--- config.mk ---
export PLATFORM = sky130hd
export DESIGN_NAME = sdl_delay_line
export DESIGN_NICKNAME = d
export VERILOG_FILES = /design/src/design/sdl_pkg.sv /design/src/design/sdl_edge_det.sv /design/src/design/sdl_delay_line.sv
export SDC_FILE = /design/constraint.sdc
export NUM_CORES = 1
export LEC_CHECK = 0
export ABC_AREA = 1
export ABC_CLOCK_PERIOD_IN_PS = 39700
export BUFFER_PORTS_ARGS = -buffer_cell sky130_fd_sc_hd__buf_2
export CAP_MARGIN = 40
export CORE_AREA = 5 5 258 260
export CTS_BUF_LIST = sky130_fd_sc_hd__clkbuf_4 sky130_fd_sc_hd__clkbuf_8
export DETAILED_ROUTE_END_ITERATION = 7
export DIE_AREA = 0 0 263 265
export SLEW_MARGIN = 20
export SYNTH_ARGS = -nofsm -noshare
export SYNTH_HDL_FRONTEND = slang
export SYNTH_HIERARCHICAL = 1
export SYNTH_SLANG_ARGS = --single-unit
--- constraint.sdc ---
create_clock -name clk_i -period 39.7 [get_ports clk_i]
set_input_delay 3.97 -clock clk_i [delete_from_list [all_inputs] [get_ports clk_i]]
set_output_delay 3.97 -clock clk_i [all_outputs]
set_load 0.01 [all_outputs]
--- src/design/sdl_pkg.sv ---
package sdl_pkg;
  // Chain length and the longest allowed clock-high phase
  localparam int unsigned SDL_DEPTH        = 1024;
  localparam int unsigned SDL_CLK_HI_MAX_US = 100;
  localparam int unsigned SDL_SYS_MHZ      = 20;
  localparam int unsigned SDL_CLK_HI_MAX_CYC =
    SDL_CLK_HI_MAX_US * SDL_SYS_MHZ;
  localparam logic        SDL_OUT_RST      = 1'b0;
endpackage

--- src/design/sdl_edge_det.sv ---
`timescale 1ns/10ps
module sdl_edge_det (
  // Clock and reset
  input  wire logic clk_i,
  input  wire logic srst_i,
  // Sampled shift clock level
  input  wire logic level_i,
  // Falling-edge strobe
  output logic      fall_o
);
  logic level_r;
  logic level_nxt;
  logic fall_r;
  logic fall_nxt;

  always_comb begin
    level_nxt = level_i;
    fall_nxt  = level_r & ~level_i;
  end

  // Level tracks the pin through reset, so release neither invents
  // nor loses a falling edge
  always_ff @(posedge clk_i) begin
    level_r <= level_nxt;
  end

  always_ff @(posedge clk_i) begin
    if (srst_i) begin
      fall_r <= 1'b0;
    end else begin
      fall_r <= fall_nxt;
    end
  end

  assign fall_o = fall_r;
endmodule

--- src/design/sdl_delay_line.sv ---
`timescale 1ns/10ps
module sdl_delay_line
  import sdl_pkg::*;
#(
  parameter int unsigned DEPTH = sdl_pkg::SDL_DEPTH
) (
  // Clock and reset
  input  wire logic clk_i,
  input  wire logic srst_i,
  // Shift clock and input selection
  input  wire logic shift_clk_i,
  input  wire logic select_i,
  // Serial data
  input  wire logic serial_in_primary_i,
  input  wire logic serial_in_alternate_i,
  output logic      serial_out_o,
  // High phase ran past its limit
  output logic      clk_hi_over_o
);
  import sdl_pkg::*;

  localparam int unsigned CW = $clog2(SDL_CLK_HI_MAX_CYC + 2);
  // Counter parks one past the limit so it never wraps back to quiet
  localparam logic [CW-1:0] HI_SAT = CW'(SDL_CLK_HI_MAX_CYC + 1);

  // Shared by the shift path and its check
  function automatic logic pick_bit(
    input logic sel,
    input logic pri,
    input logic alt
  );
    return sel ? alt : pri;
  endfunction

  function automatic logic over_limit(input logic [CW-1:0] cnt);
    return cnt > CW'(SDL_CLK_HI_MAX_CYC);
  endfunction

  logic             fall;
  logic             sel_d_r;
  logic             sel_d_nxt;
  logic             pri_d_r;
  logic             pri_d_nxt;
  logic             alt_d_r;
  logic             alt_d_nxt;
  logic [DEPTH-1:0] chain_r;
  logic [DEPTH-1:0] chain_nxt;
  logic             out_r;
  logic             out_nxt;
  logic [CW-1:0]    hi_cnt_r;
  logic [CW-1:0]    hi_cnt_nxt;
  logic             over_r;
  logic             over_nxt;

  // Detector adds one cycle; data is delayed to match so the sample
  // is the one present at the falling edge itself
  sdl_edge_det u_edge (
    .clk_i   (clk_i),
    .srst_i  (srst_i),
    .level_i (shift_clk_i),
    .fall_o  (fall)
  );

  always_comb begin
    sel_d_nxt = select_i;
    pri_d_nxt = serial_in_primary_i;
    alt_d_nxt = serial_in_alternate_i;
    chain_nxt = chain_r;
    out_nxt   = out_r;
    if (fall) begin
      chain_nxt = {chain_r[DEPTH-2:0],
                   pick_bit(sel_d_r, pri_d_r, alt_d_r)};
      out_nxt   = chain_r[DEPTH-1];
    end
    // No fall means no change, however long the clock rests low
  end

  // Watch only; the far side owns the limit on high time
  always_comb begin
    hi_cnt_nxt = '0;
    over_nxt   = over_r;
    if (shift_clk_i) begin
      hi_cnt_nxt = (hi_cnt_r == HI_SAT) ?
                   hi_cnt_r : hi_cnt_r + 1'b1;
    end
    if (over_limit(hi_cnt_r)) begin
      over_nxt = 1'b1;
    end
  end

  // Chain carries no reset: storage content is undefined at power-up
  always_ff @(posedge clk_i) begin
    chain_r <= chain_nxt;
    sel_d_r <= sel_d_nxt;
    pri_d_r <= pri_d_nxt;
    alt_d_r <= alt_d_nxt;
  end

  always_ff @(posedge clk_i) begin
    if (srst_i) begin
      out_r    <= SDL_OUT_RST;
      hi_cnt_r <= '0;
      over_r   <= 1'b0;
    end else begin
      out_r    <= out_nxt;
      hi_cnt_r <= hi_cnt_nxt;
      over_r   <= over_nxt;
    end
  end

  assign serial_out_o  = out_r;
  assign clk_hi_over_o = over_r;

  // Case equality: stages hold unknowns until the chain has filled
  property p_shift_out;
    @(posedge clk_i) disable iff (srst_i)
      fall |=> (serial_out_o === $past(chain_r[DEPTH-1]));
  endproperty
  a_shift_out: assert property (p_shift_out)
    else $error("output did not take last stage on fall");

  property p_capture;
    @(posedge clk_i) disable iff (srst_i)
      fall |=> (chain_r[0] ===
        pick_bit($past(sel_d_r), $past(pri_d_r), $past(alt_d_r)));
  endproperty
  a_capture: assert property (p_capture)
    else $error("first stage took wrong input");

  property p_advance;
    @(posedge clk_i) disable iff (srst_i)
      fall |=> (chain_r[DEPTH-1:1] === $past(chain_r[DEPTH-2:0]));
  endproperty
  a_advance: assert property (p_advance)
    else $error("chain did not advance one stage");

  property p_hold;
    @(posedge clk_i) disable iff (srst_i)
      !fall |=> ((chain_r === $past(chain_r)) &&
                 (serial_out_o === $past(serial_out_o)));
  endproperty
  a_hold: assert property (p_hold)
    else $error("chain changed without falling edge");

  property p_fall_once;
    @(posedge clk_i) disable iff (srst_i)
      fall |=> !fall;
  endproperty
  a_fall_once: assert property (p_fall_once)
    else $error("falling strobe lasted two cycles");

  property p_fall_cause;
    @(posedge clk_i) disable iff (srst_i)
      fall |-> ($past(shift_clk_i, 2) && !$past(shift_clk_i));
  endproperty
  a_fall_cause: assert property (p_fall_cause)
    else $error("falling strobe without a falling shift clock");

  property p_fall_src;
    @(posedge clk_i) disable iff (srst_i)
      $fell(shift_clk_i) |=> fall;
  endproperty
  a_fall_src: assert property (p_fall_src)
    else $error("falling shift clock missed");

  property p_over;
    @(posedge clk_i) disable iff (srst_i)
      over_limit(hi_cnt_r) |=> clk_hi_over_o;
  endproperty
  a_over: assert property (p_over)
    else $error("long high phase not flagged");

  property p_cnt_clear;
    @(posedge clk_i) disable iff (srst_i)
      !shift_clk_i |=> (hi_cnt_r == '0);
  endproperty
  a_cnt_clear: assert property (p_cnt_clear)
    else $error("high-time count not cleared by low clock");

  property p_cnt_step;
    @(posedge clk_i) disable iff (srst_i)
      (shift_clk_i && (hi_cnt_r != HI_SAT)) |=>
        (hi_cnt_r == $past(hi_cnt_r) + 1'b1);
  endproperty
  a_cnt_step: assert property (p_cnt_step)
    else $error("high-time count did not step by one");

  property p_cnt_sat;
    @(posedge clk_i) disable iff (srst_i)
      (shift_clk_i && (hi_cnt_r == HI_SAT)) |=> (hi_cnt_r == HI_SAT);
  endproperty
  a_cnt_sat: assert property (p_cnt_sat)
    else $error("high-time count left its parking value");

  property p_over_stick;
    @(posedge clk_i) disable iff (srst_i)
      clk_hi_over_o |=> clk_hi_over_o;
  endproperty
  a_over_stick: assert property (p_over_stick)
    else $error("over-limit flag cleared without reset");

  property p_over_quiet;
    @(posedge clk_i) disable iff (srst_i)
      (!clk_hi_over_o && !over_limit(hi_cnt_r)) |=> !clk_hi_over_o;
  endproperty
  a_over_quiet: assert property (p_over_quiet)
    else $error("over-limit flag set inside the allowed high time");

  property p_over_cause;
    @(posedge clk_i) disable iff (srst_i)
      $rose(clk_hi_over_o) |-> $past(shift_clk_i, 2);
  endproperty
  a_over_cause: assert property (p_over_cause)
    else $error("over-limit flag rose without a high shift clock");
endmodule

==> results.md, run 1 <==
Finish:
- The signed area change from the synthesized netlist to the final layout is 14.0%.
- In the layout the commonest cells are sky130_fd_sc_hd__edfxtp_1, sky130_fd_sc_hd__clkbuf_8, sky130_fd_sc_hd__clkbuf_4.
- For this run, the share of the core covered by cells in the final layout is 0.564.
- In the final layout, the share of cells above drive strength 1 is 0.193.
- After filler insertion, the fill cell instance count of the layout stands at 4618.
- The post-route non-filler standard cell count is 2287.
- The most frequent standard cell in the layout excluding fill and tap cells is sky130_fd_sc_hd__edfxtp_1.
- The antenna diode instance count is 0.
- After routing the design area is 36000 sq um.
- The layout net count is 1330.

Logic synthesis:
- In the synthesized netlist, the number of instances is 1134.
- After synthesis, the mean cell area works out to 27.8 sq um.
- After synthesis, the netlist uses 20 different library cells.
- Of the synthesized area, sequential elements account for 0.985.
- Synthesis produced a netlist with a net count of 1143.
- Summing every instance area after synthesis gives 31600 sq um.
- In this run, synthesis produced a sequential element count of 1042.
- For this run, the number of Yosys warnings is 6.

GRT:
- The global-route wire length before repair is 57.4 mm.
- The total congestion overflow is 0.
- The global router's overall resource usage is 0.103.
- The number of global-route vias before repair was 10600.
- Entering global routing, the biggest net connects 219 pins.
- The number of antenna violations at the first check in global routing is 0.

Detailed routing:
- The count of nets left with antenna violations once routing finished came out at 0.
- The detailed-routing iteration count for the pre-antenna-repair pass is 4.
- After the first detailed-routing iteration, the DRC count stood at 948.
- The post-detailed-route via-to-cell ratio is 4.63.
- In the routed design, unresolved DRC markers number 0.
- Wires add up to 35.3 mm.
- The per-cell routed wire length is 15.4 um.
- Summing over every cut layer, the via total after detailed routing is 10600.

Placed design:
- The number of placed cells counting well taps is 2013.
- The worst setup slack before clock tree synthesis is 34800 ps.
- The estimated wirelength of the detail-placed design is 14.0 mm.
- The cell area after placement is 32900 sq um.
- The congestion estimate from routability-driven global placement came to 0.682.
- The number of buffers inserted by port buffering is 7.

Die:
- The core region is 63900 sq um.
- The width of the die is 263 um.
- The initial utilization of the core area, before any placement, comes to 0.494.
- Measured along the y axis, the die boundary spans 265 um.
- The I/O pin count is 8.
- In this run the core area contains 93 standard-cell rows.
- The die outline area is 69700 sq um.

Timing:
- The hold violation count in the final report is 0.
- The smallest clock period supported by the final layout is computed as 5170 ps.
- The worst slew slack as a fraction of its limit is 0.230.
- Derived from the worst setup path, the maximum achievable clock frequency is 193 MHz.
- Setup repair after global routing left no endpoint under its margin.
- Dividing the final minimum period by the clock period gives 0.130.
- The worst hold-check slack is 395 ps.
- Summed over all failing endpoints, the final setup total negative slack is 0 ps.
- The final number of max-transition violations came to 0.
- The smallest setup slack after layout is 34530 ps.
- The number of setup violations in the final report is 0.
- The clock skew is 33.6 ps.
- For the pin with the worst max-slew slack, the measured transition is 1150 ps.

Clock network:
- TritonCTS built the clock tree.
- The cell at the root of the clock tree is sky130_fd_sc_hd__clkbuf_8.
- Buffers inserted to repair hold after CTS numbered 0.
- The clock insertion delay at the later pin of the skew report is 750 ps.
- The H-tree generated during clock tree synthesis spans 4 levels.
- The clock-pin slew reported for the worst setup and hold paths after clock tree synthesis is 70 ps.
- The number of sinks on the clock net is 1042.
- The post-cts repair resize count is 0.
- The total CTS buffers is 159.
- Once the clock tree was built, the setup fixing pass inserted 0 buffers.
- The buffer depth of the longest clock path is 3.

Worst setup path:
- Walking the worst path, the cells encountered are buf_2.
- For this run, the slowest stage of the critical path takes 330 ps.
- Together, buffers and inverters on the worst path number 1.
- STA puts the critical path data required time at 35730 ps.
- The worst setup path is launched from a register.
- The signal arrival time at the worst endpoint is 1200 ps.
- In this design, the largest share of critical-path delay is due to flip-flops.
- The slowest stage of the critical path is the sky130_fd_sc_hd__dfxtp_1 cell.
- By startpoint and endpoint, the worst setup path is classified as reg2out.
- Of all nets on the critical path, the largest fanout is 2.
- The endpoint type of the worst setup path is a primary output.

Pwr:
- The analysis attributes to cell leakage a power of 8.24 nW.
- The switching power share of the total is 0.195.
- Of the total power, combinational logic draws 0.009.
- The power per cell area is 57.0 nW/um^2.
- The power after layout is 2.05 mW.
- The maximum VDD drop is 0.0338 mV.
- Summed over all nets, the switching power comes to 401 uW.
- The internal portion of the total power is 1.65 mW.
- Of the total power, the clock network draws 0.406.
- The sequential power share is 0.586.

Flow run:
- The count of max-cap constraint violations is 0.

Worst hold path:
- The min-delay analysis places its worst path in the category reg2reg.

Run status:
- The flow ran to the end, and the final reports show no timing, DRC or antenna violations.
final cells by class:
class | instances | area (sq um) | area share
tap | 855 | 1070 | 0.0297
clock buffer | 213 | 2620 | 0.0727
multi-input combinational | 77 | 404 | 0.0112
clock inverter | 59 | 383 | 0.0106
timing repair buffer | 26 | 355 | 0.00987
inverter | 15 | 56.3 | 0.00156
sequential | 1042 | 31100 | 0.864
power groups by stage:
stage | clock network (mW) | logic [mW] | registers (mW)
after floorplan | 0 | 0.000947 | 1.27
after global placement | 0 | 0.0147 | 1.23
after detailed placement | 0 | 0.0173 | 1.23
after CTS | 0.869 | 0.0171 | 1.20
after global routing | 0.923 | 0.0197 | 1.20
final | 0.832 | 0.0178 | 1.20
kinds of logic (layout without fill, tap and decap cells):
| kind of cell | count (synthesis) | count (layout) | synth area share |
|---|---|---|---|
| XOR/XNOR | 1 | 1 | 0.000277 |
| adder cells (fa/ha/maj) | 3 | 3 | 0.00119 |
| buffers and inverters | 15 | 313 | 0.00178 |
| multiplexers | 2 | 2 | 0.000674 |
| AND/OR/NAND/NOR | 58 | 58 | 0.00848 |
| flip-flops | 1042 | 1042 | 0.985 |
| AO/OA/AOI/OAI | 13 | 13 | 0.00218 |
layer usage:
layer,track usage,share of wire
met1,0.169,0.54
met2,0.117,0.38
met3,0.0395,0.051
met4,0.0536,0.027
met5,0,0
cells in the mapped netlist:
library cell / count / share of area
sky130_fd_sc_hd__a21oi_2: 1 / 0.00028
sky130_fd_sc_hd__xor2_1: 1 / 0.00028
sky130_fd_sc_hd__nor2_2: 1 / 0.00020
sky130_fd_sc_hd__mux2_2: 1 / 0.00036
sky130_fd_sc_hd__inv_1: 15 / 0.0018
sky130_fd_sc_hd__a21oi_1: 8 / 0.0013
sky130_fd_sc_hd__nand4_1: 1 / 0.00020
sky130_fd_sc_hd__nor2_1: 14 / 0.0017
sky130_fd_sc_hd__mux2i_1: 1 / 0.00032
sky130_fd_sc_hd__edfxtp_1: 1024 / 0.97
sky130_fd_sc_hd__dfxtp_1: 18 / 0.011
sky130_fd_sc_hd__nand3_1: 7 / 0.0011
sky130_fd_sc_hd__nor2_4: 2 / 0.00071
sky130_fd_sc_hd__nand2_2: 1 / 0.00020
sky130_fd_sc_hd__o21ai_0: 4 / 0.00063
sky130_fd_sc_hd__nand2_1: 27 / 0.0032
sky130_fd_sc_hd__nand3_2: 1 / 0.00032
sky130_fd_sc_hd__nor3_1: 1 / 0.00016
sky130_fd_sc_hd__nand3b_1: 3 / 0.00071
sky130_fd_sc_hd__ha_1: 3 / 0.0012
registers in the layout (all words and copies together), names as in the netlist:
register / cells
u_edge/fall_o: 1
serial_out_o: 1
pri_d_r: 1
clk_hi_over_o: 1
chain_r: 1024
alt_d_r: 1
sel_d_r: 1
hi_cnt_r: 11
u_edge/level_r: 1
path summary, 6_finish.rpt:
path | endpoint | slack (ps) | cells after the start | from
setup reg to reg | chain_r[162] | 36760 | 5 | u_edge/fall_o
setup / recovery | serial_out_o | 34530 | 1 | serial_out_o
hold / removal | chain_r[293] | 400 | 0 | chain_r[292]
hold reg to reg | chain_r[293] | 400 | 0 | chain_r[292]
Note: power is estimated with default switching activity, not from simulation.
==> inputs of run 2 (changes only) <==
--- a/config.mk
+++ b/config.mk
@@ -6,7 +6,7 @@
 export NUM_CORES = 1
 export LEC_CHECK = 0
 export ABC_AREA = 1
-export ABC_CLOCK_PERIOD_IN_PS = 39700
+export ABC_CLOCK_PERIOD_IN_PS = 4900
 export BUFFER_PORTS_ARGS = -buffer_cell sky130_fd_sc_hd__buf_2
 export CAP_MARGIN = 40
 export CORE_AREA = 5 5 258 260
==> constraint.sdc (replaced) <==
create_clock -name clk_i -period 4.9 [get_ports clk_i]
set_input_delay 0.49 -clock clk_i [delete_from_list [all_inputs] [get_ports clk_i]]
set_output_delay 0.49 -clock clk_i [all_outputs]
set_load 0.01 [all_outputs]
==> results.md, run 2 (same netlist as run 1, synthesis figures left out) <==
Worst setup path:
- Along the worst path, the maximum fanout reaches 185.
- The critical path is of the reg2reg type.
- At the worst endpoint, the arrival time is 2380 ps.
- The sort of element at the start of the critical path is a register.
- The required time reported for the critical path endpoint is 5270 ps.
- The number of buffers and inverters on the critical path is 1.
- The kind of cell with the highest combined delay on the critical path is flip-flops.
- The worst reg2reg path endpoint is chain_r[536].
- Walking the worst path, the cells encountered are buf_12.
- The endpoint type of the worst setup path is a register.
- The largest stage delay on the critical path is 740 ps.
- The number of cells traversed by the worst register-to-register path is 1.
- The startpoint identified for the worst register-to-register timing path is u_edge/fall_o.
- The slowest stage of the critical path belongs to the cell sky130_fd_sc_hd__dfxtp_4.
- The worst reg-to-reg setup slack is 2880 ps.

GRT:
- The number of global-route vias before repair is 11000.
- The global router's overall resource usage is 0.105.
- Summed over all layers, the global routing overflow is 0.
- The maximum number of pins on one net before global-route repair is 186.
- The number of antenna violations at the first check in global routing is 1.
- The global-route wire length before repair is 58.5 mm.

Detailed routing:
- Dividing the detail-routed wire length by the instance count gives 15.7 um.
- For this block, the routed nets add up to 36.3 mm of wire.
- The count of routing violations after the opening detailed-route iteration is 868.
- The count of nets left with antenna violations after detail routing is 0.
- In the routed layout, each cell is associated on average with a via count of 4.68.
- The routed layout has 10800 vias.
- The remaining routing DRC violations is 0.
- The detailed-routing iteration count for the pre-antenna-repair pass is 4.

Finish:
- The layout net count is 1330.
- In the final layout, the share of cells above drive strength 1 is 0.196.
- The post-route non-filler standard cell count is 2309.
- The library cell used most frequently in the layout, excluding fill and tap cells, is sky130_fd_sc_hd__edfxtp_1.
- In the layout the commonest cells are sky130_fd_sc_hd__edfxtp_1, sky130_fd_sc_hd__clkbuf_8, sky130_fd_sc_hd__clkbuf_4.
- The number of flip-flops under the largest register name is 1024.
- The signed area change from the synthesized netlist to the final layout is 14.1%.
- The final-layout fill cell count is 4601.
- The largest register by flop count is chain_r.
- In the final layout, the registers with the most flip-flops are chain_r x1024, hi_cnt_r x11.

Pwr:
- The share of total power dissipated in sequential elements is 0.579.
- The power per cell area is 467 nW/um^2.
- The cell-internal power is 13.5 mW.
- For this design the static power due to leakage is 8.28 nW.
- The maximum VDD drop is 0.287 mV.
- The proportion of power drawn by the clock network is 0.413.
- The switching power share of the total is 0.196.
- The share of total power dissipated in combinational logic is 0.008.
- Summed over all nets, the switching power comes to 3.30 mW.

Timing:
- Setup violations remaining at the end of the flow were counted as 0.
- Setup repair after global routing left no endpoint under its margin.
- The transition time of the tightest slew-check pin is 974 ps.
- The smallest setup slack after layout is 2880 ps.
- Dividing the final minimum period by the clock period gives 0.412.
- The worst hold-check slack is 359 ps.
- The final total negative setup slack is 0 ps.
- The hold violation count in the final report is 0.
- The clock skew is 27.6 ps.
- The final number of max-transition violations came to 0.
- Measured against its own limit, the worst slew margin works out to 0.351.
- The minimum period implied by the final worst setup slack is 2020 ps.
- The upper clock frequency limit is 495 MHz.

Placed design:
- After detailed placement, the design holds a cell count of 2008.
- The final RePlAce weighted congestion is 0.662.
- Detailed placement ended at an HPWL of 14.0 mm.
- Buffers placed on the I/O ports in this run total 7.
- Prior to clock tree synthesis, the placed netlist has a worst setup slack of 2910 ps.

Worst hold path:
- The worst hold path cell count is 2.
- The start point of the worst min-delay path is serial_in_alternate_i.
- The worst hold path terminates at alt_d_r.
- The class of the worst hold path is in2reg.

Clock network:
- Clock-pin slew was measured on the worst setup and hold paths at 60 ps.
- The H-tree was split into 4 levels.
- The CTS tree is built.
- CTS placed an instance of sky130_fd_sc_hd__clkbuf_8 at the clock tree root.
- Buffers added to address setup during post-CTS repair amount to 0.
- The buffer depth of the longest clock path is 3.
- The total CTS buffers is 161.
- Clock tree synthesis found a total of 1042 sinks.
- The clock insertion delay at the later pin of the skew report is 770 ps.

Die:
- The die is 265 um tall.
- The width of the die is 263 um.
- The I/O pin count is 8.
- The placement row count is 93.
- The initial core utilization is 0.494.
- The floorplan step defined a die boundary enclosing 69700 sq um.
- In this run the standard cell core region covers 63900 sq um.

Flow run:
- The count of max-cap constraint violations is 0.

Run status:
- The run finished with clean final reports.
-- run 2: metrics by stage --
| step | instance area, sq um | util | power, mW |
|---|---|---|---|
| 2_1_floorplan | 31600 | - | 10.1 |
| 3_3_place_gp | 32800 | 0.514 | 10.1 |
| 3_5_place_dp | 32800 | 0.514 | 10.1 |
| 4_1_cts | 36000 | 0.564 | 17.1 |
| 5_1_grt | 36000 | 0.564 | 17.5 |
| 6_report | 36000 | 0.564 | 16.8 |
-- run 2: worst max-delay path by stage --
| stage | to | depth (start not counted) | start |
|---|---|---|---|
| floorplan | serial_out_o | 2 | u_edge/fall_o |
| global placement | serial_out_o | 3 | u_edge/fall_o |
| detailed placement | chain_r[518] | 1 | u_edge/fall_o |
| CTS | chain_r[516] | 1 | u_edge/fall_o |
| global route | chain_r[517] | 1 | u_edge/fall_o |
| finish | chain_r[536] | 1 | u_edge/fall_o |
-- run 2: final cells by class --
type	instances	area, sq um	share of cell area
Clock inverter	62	353	0.00979
Clock buffer	232	2780	0.0772
Multi-Input combinational cell	77	404	0.0112
Tap cell	855	1070	0.0297
Antenna cell	2	5.00	0.000139
Sequential cell	1042	31100	0.863
Inverter	15	56.3	0.00156
Timing Repair Buffer	24	250	0.00694
-- run 2: what timing repair did --
item | in CTS | in global routing
hold buffers | 5 | 0
endpoints found under the hold margin | 7 | 0
gates resized for setup | 0 | 0
-- run 2: power groups by stage --
| stage | Combinational (mW) | Sequential, mW | Clock (mW) |
|---|---|---|---|
| floorplan | 0.00690 | 10.1 | 0 |
| global placement | 0.128 | 9.93 | 0 |
| detailed placement | 0.135 | 9.93 | 0 |
| CTS | 0.136 | 9.75 | 7.23 |
| global route | 0.146 | 9.74 | 7.65 |
| finish | 0.133 | 9.75 | 6.94 |
-- run 2: layer usage --
layer  GRT usage  vias up  share of wire
met2       0.125      206           0.39
met4      0.0614        0          0.034
met3      0.0361      108          0.047
met1       0.165     5522           0.53
met5           0        -              0
li1            -     4977              -
==> inputs of run 3 (changes only) <==
--- a/config.mk
+++ b/config.mk
@@ -6,13 +6,14 @@
 export NUM_CORES = 1
 export LEC_CHECK = 0
 export ABC_AREA = 1
-export ABC_CLOCK_PERIOD_IN_PS = 4900
+export ABC_CLOCK_PERIOD_IN_PS = 1760
 export BUFFER_PORTS_ARGS = -buffer_cell sky130_fd_sc_hd__buf_2
 export CAP_MARGIN = 40
 export CORE_AREA = 5 5 258 260
 export CTS_BUF_LIST = sky130_fd_sc_hd__clkbuf_4 sky130_fd_sc_hd__clkbuf_8
 export DETAILED_ROUTE_END_ITERATION = 7
 export DIE_AREA = 0 0 263 265
+export PLACE_DENSITY = 0.67
 export SLEW_MARGIN = 20
 export SYNTH_ARGS = -nofsm -noshare
 export SYNTH_HDL_FRONTEND = slang
==> constraint.sdc (replaced) <==
create_clock -name clk_i -period 1.76 [get_ports clk_i]
set_input_delay 0.176 -clock clk_i [delete_from_list [all_inputs] [get_ports clk_i]]
set_output_delay 0.176 -clock clk_i [all_outputs]
set_load 0.01 [all_outputs]
==> results.md, run 3 (same netlist as run 1, synthesis figures left out) <==
Run status:
- The flow ran to the end, and the final reports show no timing, DRC or antenna violations.

Die:
- The die is 265 um tall.
- The die outline area is 69700 sq um.
- The width of the die is 263 um.
- The floorplan has 93 rows.
- The initial core utilization is 0.494.
- The core outline area is 63900 sq um.
- The I/O pin count is 8.

GRT:
- The first global-routing pass estimated 59.2 mm of wire.
- The total congestion overflow is 0.
- Entering global routing, the biggest net connects 78 pins.
- In the global route stage, overall resource usage came out at 0.107.
- The met1 track demand over resource is 0.170.
- The fraction of met2 tracks used by global routing is 0.129.
- The number of global-route vias before repair is 11100.
- The met3 track utilization from global routing is 0.0381.
- The number of antenna violations at the first check in global routing came to 1.
- The busiest metal layer after global routing is met1.

Worst hold path:
- The worst hold path belongs to the class in2reg.
- The worst hold path cell count is 2.
- The start point of the worst min-delay path is shift_clk_i.
- The worst hold path terminates at u_edge/level_r.

Pwr:
- The power per cell area is 1270 nW/um^2.
- Across the VDD grid, the largest voltage drop is 0.681 mV.
- The leakage power is 8.44 nW.

Clock network:
- The cell at the root of the clock tree is sky130_fd_sc_hd__clkbuf_8.
- Counting along the longest clock path gives a buffer depth of 3.
- The CTS tree is built.
- The number of levels the H-tree was split into is 4.
- Hold repair after CTS inserted 8 buffers.
- The number of sinks on the clock net is 1042.
- In this run the post-CTS setup repair buffer count came out at 0.
- The post-cts repair resize count is 0.
- Clock tree synthesis inserted a total of 160 buffers.
- After clock tree synthesis, the clock-pin slew on the worst setup and hold paths is 60 ps.
- The clock insertion delay at the later pin of the skew report is 750 ps.

Timing:
- At the pin with the least slew margin, the transition time is 381 ps.
- Summed over all failing endpoints, the final setup total negative slack is 0 ps.
- The smallest setup slack after layout is 275 ps.
- The share of the clock period used by the worst path is 0.844.
- The hold violation count in the final report came to 0.
- The worst slew slack as a fraction of its limit is 0.745.
- The number of setup violations in the final report is 0.
- The worst path in the final design needs a cycle of 1480 ps, including I/O delays and setup.
- Setup repair after global routing left no endpoint under its margin.
- The upper clock frequency limit is 673 MHz.
- The final number of max-transition violations is 0.
- The clock skew is 29.8 ps.

Placed design:
- The count of buffers added on input and output ports is 7.
- The worst setup slack before clock tree synthesis is 300 ps.
- Detailed placement ended at an HPWL of 15.9 mm.
- Routability-driven placement finished with a final weighted congestion of 0.697.

Detailed routing:
- The remaining routing DRC violations is 0.
- Before antenna repair, the detailed router went through 4 iterations.
- In this run the remaining antenna-violating nets after routing total 0.
- The via count is 10700.
- Dividing the detail-routed wire length by the instance count gives 15.6 um.
- The count of routing violations after the opening detailed-route iteration is 945.
- The post-detailed-route via-to-cell ratio is 4.60.
- The final layout contains routed wiring with a total length of 36.5 mm.

Worst setup path:
- In this run the critical register-to-register path is launched from u_edge/fall_o.
- For this design, the slowest cell found on the critical path is sky130_fd_sc_hd__dfxtp_1.
- The kind of cell with the highest combined delay on the critical path is flip-flops.
- The largest stage delay on the critical path is 380 ps.
- The endpoint identified for the worst register-to-register timing path is chain_r[247].
- Counting both buffers and inverters, the worst setup path holds a total of 1.
- The worst reg-to-reg setup slack is 310 ps.
- The endpoint type of the worst setup path is a primary output.
- The required time reported for the critical path endpoint is 1580 ps.
- Traced cell by cell, the critical path runs through buf_2.
- The logic depth of the worst setup path including buffers is 1.
- The number of cells traversed by the worst register-to-register path is 2.
- STA puts the critical path data arrival time at 1310 ps.
- The largest driver fanout on the critical path is 2.
- The sort of element at the start of the critical path is a register.
- The startpoint-to-endpoint class of the critical path is reg2out.

Finish:
- The number of antenna diodes in the final layout is 0.
- Ranked by flip-flop count, first place goes to chain_r.
- The number of flip-flops under the largest register name is 1024.
- The layout net count is 1366.
- The top cell types in the final layout, fill and taps aside, are sky130_fd_sc_hd__edfxtp_1, sky130_fd_sc_hd__clkbuf_8, sky130_fd_sc_hd__clkinv_1.
- The most frequent standard cell in the layout excluding fill and tap cells is sky130_fd_sc_hd__edfxtp_1.
- From synthesis to final layout, the design area changed by 15.4%.
- Of the cells placed in the final design, the portion with a size suffix greater than 1 is 0.200.
- In the final layout, the registers with the most flip-flops are chain_r x1024, hi_cnt_r x11.

Flow run:
- The count of max-cap constraint violations is 0.
-- run 3: changes by cell type in the layout (fill, tap and decap cells not counted), sizes merged --
cell / change
clkinv: +16
buf: +34
bufinv: -1
dlygate4sd3: +3
clkinvlp: +1
clkbuf: -22
inv: -1
diode: -2
-- run 3: routing by layer --
metal,share of wire,up-vias,routed length (um)
met5,0,-,0
met4,0.029,0,1040
met3,0.046,91,1690
met2,0.40,181,14600
met1,0.52,5440,19100
li1,-,5034,-
-- run 3: worst max path at each step --
stage / startpoint / endpoint / slack, ps
2_1_floorplan: u_edge/fall_o / serial_out_o / -6070
3_3_place_gp: u_edge/fall_o / chain_r[176] / 320
3_5_place_dp: u_edge/fall_o / chain_r[161] / 300
4_1_cts: serial_out_o / serial_out_o / 160
5_1_grt: serial_out_o / serial_out_o / 150
6_report: serial_out_o / serial_out_o / 280
-- run 3: final cells by class --
cell class	instances	area (sq um)
sequential	1042	31100
timing repair buffer	61	773
tap	855	1070
clock buffer	210	2610
multi-input combinational	77	404
fill	4452	27500
clock inverter	77	393
inverter	15	56.3
-- run 3: where the power goes --
group | total (mW) | internal [mW] | switching [mW] | leakage [nW]
clock | 18.6 | 9.83 | 8.79 | 1.58
sequential | 27.1 | 27.1 | 0.0220 | 6.31
combinational | 0.479 | 0.132 | 0.347 | 0.548
-- run 3: metrics by stage --
stage / hold slack, ps / util / total power, mW / cells / instance area, sq um
after floorplan: 204 / - / 28.1 / 1134 / 31600
after global placement: 281 / 0.522 / 28.1 / 2042 / 33300
after detailed placement: 281 / 0.522 / 28.1 / 2042 / 33300
after CTS: 35.8 / 0.570 / 47.0 / 2337 / 36400
after global routing: 78.4 / 0.570 / 48.2 / 2337 / 36400
final: 128 / 0.570 / 46.2 / 2337 / 36400
-- run 3: worst register-to-register path, cell delays in order (launching register included) --
cell	delay, ps
sky130_fd_sc_hd__dfxtp_4	560
sky130_fd_sc_hd__buf_12	280
sky130_fd_sc_hd__buf_12	280
